--- config.mk ---
export PLATFORM = sky130hd
export DESIGN_NAME = service_hours_counter
export DESIGN_NICKNAME = d
export VERILOG_FILES = /design/src/design/hours_pkg.sv /design/src/design/hour_tick.sv /design/src/design/service_hours_counter.sv
export SDC_FILE = /design/constraint.sdc
export NUM_CORES = 1
export LEC_CHECK = 0
export ABC_AREA = 1
export BUFFER_PORTS_ARGS = -buffer_cell sky130_fd_sc_hd__clkbuf_2
export CELL_PAD_IN_SITES_DETAIL_PLACEMENT = 1
export CELL_PAD_IN_SITES_GLOBAL_PLACEMENT = 2
export CORE_ASPECT_RATIO = 1.75
export CORE_MARGIN = 2
export CORE_UTILIZATION = 30
export CTS_CLUSTER_SIZE = 30
export DETAILED_ROUTE_END_ITERATION = 6
export HOLD_SLACK_MARGIN = 0.1
export PLACE_DENSITY_LB_ADDON = 0.1
export SETUP_SLACK_MARGIN = 0.15
export SYNTH_ARGS = -nofsm -noshare
export SYNTH_HDL_FRONTEND = slang
export SYNTH_SLANG_ARGS = --single-unit
--- constraint.sdc ---
create_clock -name core_clk -period 1.82 [get_ports core_clk]
set_input_delay 0.182 -clock core_clk [delete_from_list [all_inputs] [get_ports core_clk]]
set_output_delay 0.182 -clock core_clk [all_outputs]
set_load 0.1 [all_outputs]
--- src/design/hours_pkg.sv ---
// constants shared by the service-hours counter and its hour time base
// assumes a single 200 mhz core clock and a plain register port
package hours_pkg;

    // counter widths and limits
    localparam int              INTERVAL_W   = 14;
    localparam int              ACC_W        = 17;
    localparam logic [13:0]     INTERVAL_MAX = 14'h270f;
    localparam logic [13:0]     INTERVAL_RST = 14'h03e8;
    localparam logic [16:0]     ACC_MAX      = 17'h1869f;

    // time base
    localparam longint unsigned HOUR_S       = 64'h0000_0000_0000_0e10;
    localparam longint unsigned CLK_HZ       = 64'h0000_0000_0beb_c200;
    localparam longint unsigned HOUR_CYCLES  = HOUR_S * CLK_HZ;
    localparam int              TICK_W       = 40;

    // register port
    localparam int              ADDR_W       = 8;
    localparam logic [7:0]      REG_INTERVAL = 8'h00;
    localparam logic [7:0]      REG_REMAIN   = 8'h04;
    localparam logic [7:0]      REG_ACCUM    = 8'h08;
    localparam logic [7:0]      REG_STATUS   = 8'h0c;
    localparam logic [7:0]      REG_IRQ_STAT = 8'h10;
    localparam logic [7:0]      REG_IRQ_MASK = 8'h14;

    // status register fields
    localparam int              ST_DUE       = 0;
    localparam int              ST_RUN       = 1;
    localparam int              ST_HOLD      = 2;
    localparam int              ST_SAT       = 3;

    // interrupt events
    localparam int              EV_W         = 3;
    localparam int              EV_DUE       = 0;
    localparam int              EV_SAT       = 1;
    localparam int              EV_HOUR      = 2;
    localparam logic [2:0]      IRQ_MASK_RST = 3'h0;

    // counting mode
    typedef enum logic [1:0] {
        CNT_IDLE,
        CNT_RUN,
        CNT_HOLD
    } cnt_mode_e;

endpackage

--- src/design/hour_tick.sv ---
// hour time base: counts core clocks while run is high, pulses tick each full hour
// assumes run is already synchronous; a partial hour is kept while run is low
`timescale 1ns/1ps
module hour_tick #(
    parameter int              W      = hours_pkg::TICK_W,
    parameter longint unsigned PERIOD = hours_pkg::HOUR_CYCLES
) (
    // clock and reset
    input  wire logic core_clk,
    input  wire logic rst_b,
    // control
    input  wire logic run,
    // hour event
    output logic      tick
);

    localparam logic [W-1:0] LAST = W'(PERIOD - 64'h1);

    logic [W-1:0] cnt_r;

    // tick only while running, so a held counter never adds an hour
    assign tick = run && (cnt_r == LAST);

    always_ff @(posedge core_clk or negedge rst_b) begin
        if (!rst_b) begin
            cnt_r <= '0;
        end else if (tick) begin
            cnt_r <= '0;
        end else if (run) begin
            cnt_r <= cnt_r + W'(1);
        end
    end
endmodule

--- src/design/service_hours_counter.sv ---
// operating-hours counter with service interval, due output and interrupt
// assumes pins arrive asynchronously and software uses the plain register port
`timescale 1ns/1ps
module service_hours_counter #(
    parameter longint unsigned HOUR_CYCLES = hours_pkg::HOUR_CYCLES,
    parameter int              TICK_W      = hours_pkg::TICK_W
) (
    // clock and reset
    input  wire logic        core_clk,
    input  wire logic        rst_b,
    // register port
    input  wire logic [7:0]  reg_addr,
    input  wire logic [31:0] reg_wdata,
    input  wire logic        reg_wr,
    input  wire logic        reg_rd,
    output logic      [31:0] reg_rdata,
    // pins
    input  wire logic        monitor_in,
    input  wire logic        part_reset_in,
    input  wire logic        full_reset_in,
    // outputs
    output logic             service_due,
    output logic             irq
);

////////////////////////////////////////////////////////////////////////////////
// declarations

    logic [2:0]                 sync1_r;
    logic [2:0]                 sync2_r;
    logic                       mon_s;
    logic                       part_s;
    logic                       full_s;
    logic                       hold;
    logic                       run;
    logic                       tick;

    logic [13:0]                interval_r;
    logic [13:0]                remain_r;
    logic [13:0]                remain_nxt;
    logic [16:0]                accum_r;
    logic [16:0]                accum_nxt;
    logic                       due_r;
    logic                       due_nxt;
    hours_pkg::cnt_mode_e       mode_r;

    logic [2:0]                 irq_stat_r;
    logic [2:0]                 irq_mask_r;
    logic [2:0]                 events;
    logic [2:0]                 w1c;
    logic [31:0]                rdata_r;

////////////////////////////////////////////////////////////////////////////////
// helpers

    // out-of-range writes clamp to the largest interval
    function automatic logic [13:0] clamp_interval(input logic [31:0] v);
        logic [13:0] r;
        r = hours_pkg::INTERVAL_MAX;
        if (v <= 32'(hours_pkg::INTERVAL_MAX)) begin
            r = v[13:0];
        end
        return r;
    endfunction

    function automatic logic hit(input logic [7:0] a, input logic [7:0] off);
        return a == off;
    endfunction

////////////////////////////////////////////////////////////////////////////////
// pin synchronisers

    always_ff @(posedge core_clk or negedge rst_b) begin
        if (!rst_b) begin
            sync1_r <= 3'h0;
            sync2_r <= 3'h0;
        end else begin
            sync1_r <= {full_reset_in, part_reset_in, monitor_in};
            sync2_r <= sync1_r;
        end
    end

    assign mon_s  = sync2_r[0];
    assign part_s = sync2_r[1];
    assign full_s = sync2_r[2];

    // either reset input stops the counter whatever the monitored input does
    assign hold   = part_s || full_s;
    assign run    = mon_s && !hold;

////////////////////////////////////////////////////////////////////////////////
// hour time base

    hour_tick #(
        .W      (TICK_W),
        .PERIOD (HOUR_CYCLES)
    ) u_hour_tick (
        .core_clk (core_clk),
        .rst_b    (rst_b),
        .run      (run),
        .tick     (tick)
    );

////////////////////////////////////////////////////////////////////////////////
// counters

    always_comb begin
        remain_nxt = remain_r;
        if (hold) begin
            remain_nxt = interval_r;
        end else if (tick && remain_r != 14'h0000) begin
            remain_nxt = remain_r - 14'h0001;
        end
    end

    always_comb begin
        accum_nxt = accum_r;
        if (full_s) begin
            accum_nxt = 17'h00000;
        end else if (part_s) begin
            accum_nxt = accum_r;
        end else if (tick && accum_r != hours_pkg::ACC_MAX) begin
            accum_nxt = accum_r + 17'h00001;
        end
    end

    // due is held low with the reset inputs, so an interval of zero is due once they are let go
    assign due_nxt = !hold && (remain_nxt == 14'h0000);

    always_ff @(posedge core_clk or negedge rst_b) begin
        if (!rst_b) begin
            remain_r <= hours_pkg::INTERVAL_RST;
        end else begin
            remain_r <= remain_nxt;
        end
    end

    always_ff @(posedge core_clk or negedge rst_b) begin
        if (!rst_b) begin
            accum_r <= 17'h00000;
        end else begin
            accum_r <= accum_nxt;
        end
    end

    always_ff @(posedge core_clk or negedge rst_b) begin
        if (!rst_b) begin
            due_r <= 1'b0;
        end else begin
            due_r <= due_nxt;
        end
    end

    assign service_due = due_r;

    always_ff @(posedge core_clk or negedge rst_b) begin
        if (!rst_b) begin
            mode_r <= hours_pkg::CNT_IDLE;
        end else begin
            case (1'b1)
                hold:    mode_r <= hours_pkg::CNT_HOLD;
                mon_s:   mode_r <= hours_pkg::CNT_RUN;
                default: mode_r <= hours_pkg::CNT_IDLE;
            endcase
        end
    end

////////////////////////////////////////////////////////////////////////////////
// interval register

    always_ff @(posedge core_clk or negedge rst_b) begin
        if (!rst_b) begin
            interval_r <= hours_pkg::INTERVAL_RST;
        end else if (reg_wr && hit(reg_addr, hours_pkg::REG_INTERVAL)) begin
            interval_r <= clamp_interval(reg_wdata);
        end
    end

////////////////////////////////////////////////////////////////////////////////
// interrupts

    assign events[hours_pkg::EV_DUE]  = due_nxt && !due_r;
    assign events[hours_pkg::EV_SAT]  = (accum_nxt == hours_pkg::ACC_MAX)
                                        && (accum_r != hours_pkg::ACC_MAX);
    assign events[hours_pkg::EV_HOUR] = tick;

    assign w1c = (reg_wr && hit(reg_addr, hours_pkg::REG_IRQ_STAT))
                 ? reg_wdata[2:0] : 3'h0;

    // a new event in the clearing cycle survives the clear
    always_ff @(posedge core_clk or negedge rst_b) begin
        if (!rst_b) begin
            irq_stat_r <= 3'h0;
        end else begin
            irq_stat_r <= (irq_stat_r & ~w1c) | events;
        end
    end

    always_ff @(posedge core_clk or negedge rst_b) begin
        if (!rst_b) begin
            irq_mask_r <= hours_pkg::IRQ_MASK_RST;
        end else if (reg_wr && hit(reg_addr, hours_pkg::REG_IRQ_MASK)) begin
            irq_mask_r <= reg_wdata[2:0];
        end
    end

    assign irq = |(irq_stat_r & irq_mask_r);

////////////////////////////////////////////////////////////////////////////////
// read port

    // reads only sample state, so the counters never see them
    always_ff @(posedge core_clk or negedge rst_b) begin
        if (!rst_b) begin
            rdata_r <= 32'h0000_0000;
        end else if (reg_rd) begin
            case (reg_addr)
                hours_pkg::REG_INTERVAL: rdata_r <= {18'h00000, interval_r};
                hours_pkg::REG_REMAIN:   rdata_r <= {18'h00000, remain_r};
                hours_pkg::REG_ACCUM:    rdata_r <= {15'h0000, accum_r};
                hours_pkg::REG_STATUS: begin
                    rdata_r <= 32'h0000_0000;
                    rdata_r[hours_pkg::ST_DUE]  <= due_r;
                    rdata_r[hours_pkg::ST_RUN]  <= mode_r == hours_pkg::CNT_RUN;
                    rdata_r[hours_pkg::ST_HOLD] <= mode_r == hours_pkg::CNT_HOLD;
                    rdata_r[hours_pkg::ST_SAT]  <= accum_r == hours_pkg::ACC_MAX;
                end
                hours_pkg::REG_IRQ_STAT: rdata_r <= {29'h0000_0000, irq_stat_r};
                hours_pkg::REG_IRQ_MASK: rdata_r <= {29'h0000_0000, irq_mask_r};
                default:                 rdata_r <= 32'h0000_0000;
            endcase
        end else begin
            rdata_r <= 32'h0000_0000;
        end
    end

    assign reg_rdata = rdata_r;
endmodule

==> reports/qor.yml, run 1 <==
critPathKind: "reg -> reg"
insertion_delay_ns: 0.45
post_dp_cell_area_um2: 9450
nets: 1409
total_power_mw: 7.58
skew_ns: 0.00877
finalSetupViolCount: 49
p_clk_share_pct: 48.3
final_area_um2: 11900
fill_cells: 2842
clock_tree.root_cell: "clkbuf_16"
hold_class: "in -> reg"
grt_pass1_wl_mm: 46.5
finalHoldViolations: 0
critPathCaptureType: "register"
dieArea_um2: 24300
seqPwrFrac_pct: 37.5
viasPerCell: 4.83
post-route-period-util_pct: 121
drtAntennaViolNets: 0
firstDrtPassIters: 5
cts_made_buffers: 17
whs_path_depth: 4
first_global_vias: 8875
cp.arrival_ns: 2.55
power_density_nw_per_um2: 635
synth_cell_types: 46
num_vias: 8070
violations: "negative setup slack"
maxCapViolCount: 0
cts_sinks: 117
fp.dieH_um: 205
wl_mm: 31.6
num_rows: 73
antenna_cells: 0
finalMaxSlewViolations: 0
yosysSeqAreaShare_pct: 42.6
status: "finished with violations"
combPwrFrac_pct: 14.2
fmax_mhz: 452
num_io_pins: 81
ir_drop_uv: 543
min_to: "reg_rdata[9]"
start_kind: "register"
io_buffers: 65
rr_endpoint: "service_due"
start_util_pct: 30.5
core_area_um2: 22700
synth_cells: 958
maxSlewHeadroom_pct: 40.4
rsz0062_at_grt: "true"
drcViolationCount: 0
worstMarginPinSlew_ns: 0.887
drt-initial-drc-count: 270
yosysMostFrequentCell: "nand2_1"
synth_warnings: 0
synth_flop_cell: "dfrtp_1"
synth_area_leader_cell: "dfrtp_1"
required_ns: 2.16
synth.avg_cell_area_um2: 7.21
place.gp.congestion: 0.898
antenna_found_initial: 0
synth.area.top_cells: "dfrtp_1, nand2_1, inv_1"
wl_per_cell_um: 18.9
cts_buffer_depth: 2
multi_input_area_um2: 4220
period_minus_slack_ns: 2.21
grt_max_degree: 46
netlist_area_um2: 6910
rr_startpoint: "u_hour_tick.cnt_r[0]"
timing.final.ws_setup_ns: -0.391
switching_power_mw: 2.03
ys_seq_elements: 117
cts_tree: "done"
worstPathMaxFanout: 4
yosysTopAreaCellShare_pct: 38.0
hpwl_mm: 23.6
drive_gt1_share_pct: 47.0
leakage_nw: 5.87
grt_use_total_pct: 25.7
r2r_cells: 17
async_flop_share_pct: 100
htree_levels: 4
fin_tns_setup_ns: -9.17
syn_to_final_growth_pct: 72.8
r2r_slack_ns: -0.39
netlist_top_cells_count: "nand2_1, inv_1, nor2_1"
clkTransAtPathRegs_ns: 0.06
synth-edff-count: 0
regArea_um2: 2950
worstHoldStart: "reg_rd"
utilization_pct: 52.7
swShare_pct: 26.8
die_w_um: 119
p_int_mw: 5.55
grt-ovfl-total: 0
[sequential cells by signal (all words and copies together) (netlist names)]
register and flops:
accum_r 17, interval_r 14, irq_mask_r 3, irq_stat_r 3, mode_r 2, reg_rdata 17, remain_r 14, service_due 1
sync1_r 3, sync2_r 3, u_hour_tick.cnt_r 40
[metrics by stage]
stage	cells	setup WS, ns	hold WS (ns)
2_1_floorplan	972	-0.169	-0.114
3_3_place_gp	1557	-0.437	0.206
3_5_place_dp	1557	-0.469	0.206
4_1_cts	1639	-0.365	0.258
5_1_grt	1672	-0.566	0.273
6_report	1672	-0.391	0.263
[cell type report]
class	instances	share of cell area, %
Inverter	151	4.92
Clock buffer	22	3.97
Timing Repair Buffer	397	26.7
Tap cell	300	3.14
Multi-Input combinational cell	675	35.3
Clock inverter	10	1.28
Sequential cell	117	24.7
[worst max-delay path: stages, from the launching register on]
cell and delay (ns):
dfrtp_1 0.40, ha_4 0.18, buf_4 0.11, nand3_2 0.09, inv_1 0.06, nand2_1 0.06
nor2_2 0.10, nand2_2 0.09, nor2_4 0.20, clkbuf_16 0.19, nand3_1 0.06, nand2_1 0.08
nand3_2 0.08, nand2_2 0.09, nor2_1 0.04, nand2_1 0.07, nor2_2 0.05, and2_1 0.14
[what timing repair did]
action	4_1_cts	5_1_grt
setup endpoints to repair	73	82
hold endpoints to repair	51	0
hold buffers	19	0
pin swaps	54	96
gates cloned	1	1
resized for setup	170	154
setup buffers	30	33
[cells in the final DEF (no fill, tap or decap), types with 6 or more instances in the layout]
cell and count:
o21ai_0 32, nand3_1 42, clkbuf_16 18, buf_4 254, nor3_1 18, a21oi_1 22, nor2_2 34, conb_1 15
nor2_1 76, o21ai_1 7, buf_12 6, o21ai_2 10, nand2_2 37, inv_4 6, nand2_4 9, xor2_1 14
o22ai_1 10, dfrtp_1 100, inv_1 124, nand4_1 31, buf_6 51, nand2_1 176, inv_2 20, nor2_4 31
nor4_1 9, dlygate4sd3_1 19, nand3_4 11, nor3_4 10, nor3_2 13, clkbuf_2 63, nand3_2 22, dfstp_2 12
[how the worst max path moves through the flow]
stage | start | slack, ns | cells past startpoint | end
final | u_hour_tick.cnt_r[0] | -0.39 | 17 | service_due
after global routing | u_hour_tick.cnt_r[18] | -0.57 | 16 | irq_stat_r[1]
after CTS | sync2_r[2] | -0.36 | 13 | u_hour_tick.cnt_r[36]
after detailed placement | u_hour_tick.cnt_r[26] | -0.47 | 16 | irq_stat_r[0]
after global placement | u_hour_tick.cnt_r[28] | -0.44 | 16 | irq_stat_r[0]
after floorplan | sync2_r[2] | -0.17 | 15 | u_hour_tick.cnt_r[36]
[power groups by stage]
stage / logic (mW) / registers, mW / clock network, mW
CTS: 1.00 / 2.82 / 3.74
floorplan: 0.413 / 2.84 / 0
finish: 1.08 / 2.84 / 3.66
global placement: 0.837 / 2.85 / 0
detailed placement: 0.854 / 2.86 / 0
global route: 1.17 / 2.85 / 3.85
[per-layer routing]
metal  track usage [%]  wire length, um  up-vias  part of all wire, %
met5                 0                0        -                    0
met4              15.1             1980        0                  6.3
met3              4.18              783       93                  2.5
met2              53.2            18600      149                   59
met1              22.4            10200     3937                   32
li1                  -                -     3891                    -
[cells by family (layout without fill, tap and decap cells)]
kind of cell,after synthesis,after routing,share of synthesized area (%)
adders and majority gates,3,3,0.544
and+or+nand+nor,531,531,34.6
other,1,15,0.0543
buffers and inverters,180,580,11.0
xor gates and xnor gates,17,17,2.16
DFF,117,117,42.6
AOI/OAI and AO/OA,109,109,9.06
Power figures use the tool's default switching activity.
==> run 2, diff against run 1 <==
--- a/config.mk
+++ b/config.mk
@@ -12,7 +12,7 @@
 export CORE_ASPECT_RATIO = 1.75
 export CORE_MARGIN = 2
 export CORE_UTILIZATION = 30
-export CTS_CLUSTER_SIZE = 30
+export CTS_CLUSTER_SIZE = 10
 export DETAILED_ROUTE_END_ITERATION = 6
 export HOLD_SLACK_MARGIN = 0.1
 export PLACE_DENSITY_LB_ADDON = 0.1
==> constraint.sdc (replaced) <==
create_clock -name core_clk -period 1.82 [get_ports core_clk]
set_input_delay 0.364 -clock core_clk [delete_from_list [all_inputs] [get_ports core_clk]]
set_output_delay 0.364 -clock core_clk [all_outputs]
set_load 0.1 [all_outputs]
==> reports/qor.yml, run 2 (synthesized netlist as in run 1, its figures left out) <==
status: "finished with violations"
violations: "negative setup slack"
insertion_delay_ns: 0.45
worstMarginPinSlew_ns: 0.570
fmax_mhz: 425
core_area_um2: 22700
drt-initial-drc-count: 390
crit_path_start: "u_hour_tick.cnt_r[8]"
nets: 1432
cts_tree: "done"
drtAntennaViolNets: 0
dieArea_um2: 24300
finalSetupViolCount: 67
path_delay_family: "simple AND/OR/NAND/NOR gates"
drcViolationCount: 0
htree_levels: 4
total_power_mw: 7.44
layout_commonest_cell: "buf_4"
start_util_pct: 30.5
io_buffers: 65
ir_drop_uv: 631
grt_max_degree: 37
cts_sinks: 117
clock_tree.root_cell: "clkbuf_16"
p_clk_share_pct: 47.1
switching_power_mw: 2.17
finalHoldViolations: 0
largest_reg_flops: 40
place.gp.congestion: 0.917
num_io_pins: 81
leakage_nw: 6.19
wl_mm: 35.9
pre_cts_slack_ns: -0.577
num_rows: 73
rr_endpoint: "u_hour_tick.cnt_r[39]"
dp_cells: 1573
critPathKind: "reg -> reg"
seqPwrFrac_pct: 38.1
rr_startpoint: "u_hour_tick.cnt_r[8]"
wl_per_cell_um: 21.2
critPathCaptureType: "register"
die_w_um: 119
combPwrFrac_pct: 14.8
utilization_pct: 55.1
grt-ovfl-total: 0
rsz0062_at_grt: "true"
critPathBufInv: 1
layout_common_cells: "buf_4, nand2_1, inv_1"
path_depth: 8
syn_to_final_growth_pct: 80.7
swShare_pct: 29.1
skew_ns: 0.0120
slowest_delay_ns: 0.46
regMostFlops: "u_hour_tick.cnt_r"
grt_pass1_wl_mm: 51.6
crit_end: "u_hour_tick.cnt_r[39]"
hold_class: "in -> reg"
hpwl_mm: 25.3
crit_chain: "buf_4 > nand2_1 > nor4_4 > nand3_2 > nand3b_1 > nor3_2 > o21ai_0 > nor2_1"
antenna_found_initial: 0
start_kind: "register"
cts_made_buffers: 17
drive_gt1_share_pct: 51.6
required_ns: 2.20
cts_buffer_depth: 2
cp.arrival_ns: 2.73
num_vias: 8523
grt_use_total_pct: 28.6
antenna_cells: 0
fin_tns_setup_ns: -12.05
first_global_vias: 9473
power_density_nw_per_um2: 597
timing.final.ws_setup_ns: -0.530
post-route-period-util_pct: 129
maxSlewHeadroom_pct: 62.1
finalMaxSlewViolations: 0
r2r_cells: 8
firstDrtPassIters: 4
fp.dieH_um: 205
r2r_slack_ns: -0.53
viasPerCell: 5.03
period_minus_slack_ns: 2.35
layoutNonFillerInstCount: 1694
worstPathMaxFanout: 5
critical_path.slowest_cell: "nor4_4"
maxCapViolCount: 0
clkTransAtPathRegs_ns: 0.06
p_int_mw: 5.28
run 2: cell types whose count changed in the layout (fill, tap and decap cells not counted), moves of 4 or more:
cell / previous run / this run
a21oi_1: 22 / 18
nor2_4: 31 / 40
nand2_1: 176 / 154
dlygate4sd3_1: 19 / 4
buf_6: 51 / 91
nand2_2: 37 / 49
nor2_2: 34 / 28
nand2_4: 9 / 18
o21ai_0: 32 / 28
run 2: final cells by class:
| type | instances | area (um2) |
|---|---|---|
| fillers | 2801 | 10200 |
| inverters | 151 | 588 |
| repair buffers | 420 | 3480 |
| flip-flops and latches | 117 | 2950 |
| clock inverters | 13 | 159 |
| clock buffers | 18 | 429 |
| well taps | 300 | 375 |
| multi-input cells | 675 | 4500 |
run 2: stage by stage:
step	hold slack [ns]	instance area (um2)
detailed placement	0.349	9570
floorplan	0.0684	7000
global placement	0.338	9570
CTS	0.140	11700
global route	0.182	12500
finish	0.155	12500
run 2: power by group through the flow:
stage | clock (mW) | sequential, mW | combinational, mW
6_report | 3.50 | 2.84 | 1.10
5_1_grt | 3.66 | 2.85 | 1.18
2_1_floorplan | 0 | 2.84 | 0.413
3_5_place_dp | 0 | 2.85 | 0.850
4_1_cts | 3.55 | 2.83 | 1.02
3_3_place_gp | 0 | 2.85 | 0.839
run 2: worst min path at each step:
stage                             start        endpoint  slack [ns]  cells past startpoint
after detailed placement          rst_b      sync1_r[0]        0.35                      1
after global routing      reg_wdata[12]  interval_r[12]        0.18                      3
after floorplan                   rst_b      accum_r[0]        0.07                      0
after CTS                  reg_wdata[0]   irq_mask_r[0]        0.14                      3
after global placement       sync1_r[0]      sync2_r[0]        0.34                      0
final                      reg_wdata[0]   irq_mask_r[0]        0.15                      3
run 2: tightest hold or removal path, stage by stage:
cell      delay, ns
clkbuf_2       0.09
nand2_1        0.04
o21ai_0        0.06
run 2: metal layers:
layer / vias to the layer above / routed length [um] / track usage (%) / share of wire, %
li1: 3924 / - / - / -
met1: 4238 / 10700 / 23.2 / 30
met2: 210 / 21500 / 59.6 / 60
met3: 151 / 698 / 3.59 / 1.9
met4: 0 / 3030 / 21.5 / 8.4
met5: - / 0 / 0 / 0
run 2: repair_timing:
action,4_1_cts,5_1_grt
endpoints found under the hold margin,24,0
gates resized for setup,284,152
pin swaps,65,77
buffers inserted,64,22
hold buffers,4,0
endpoints found under the setup margin,79,79
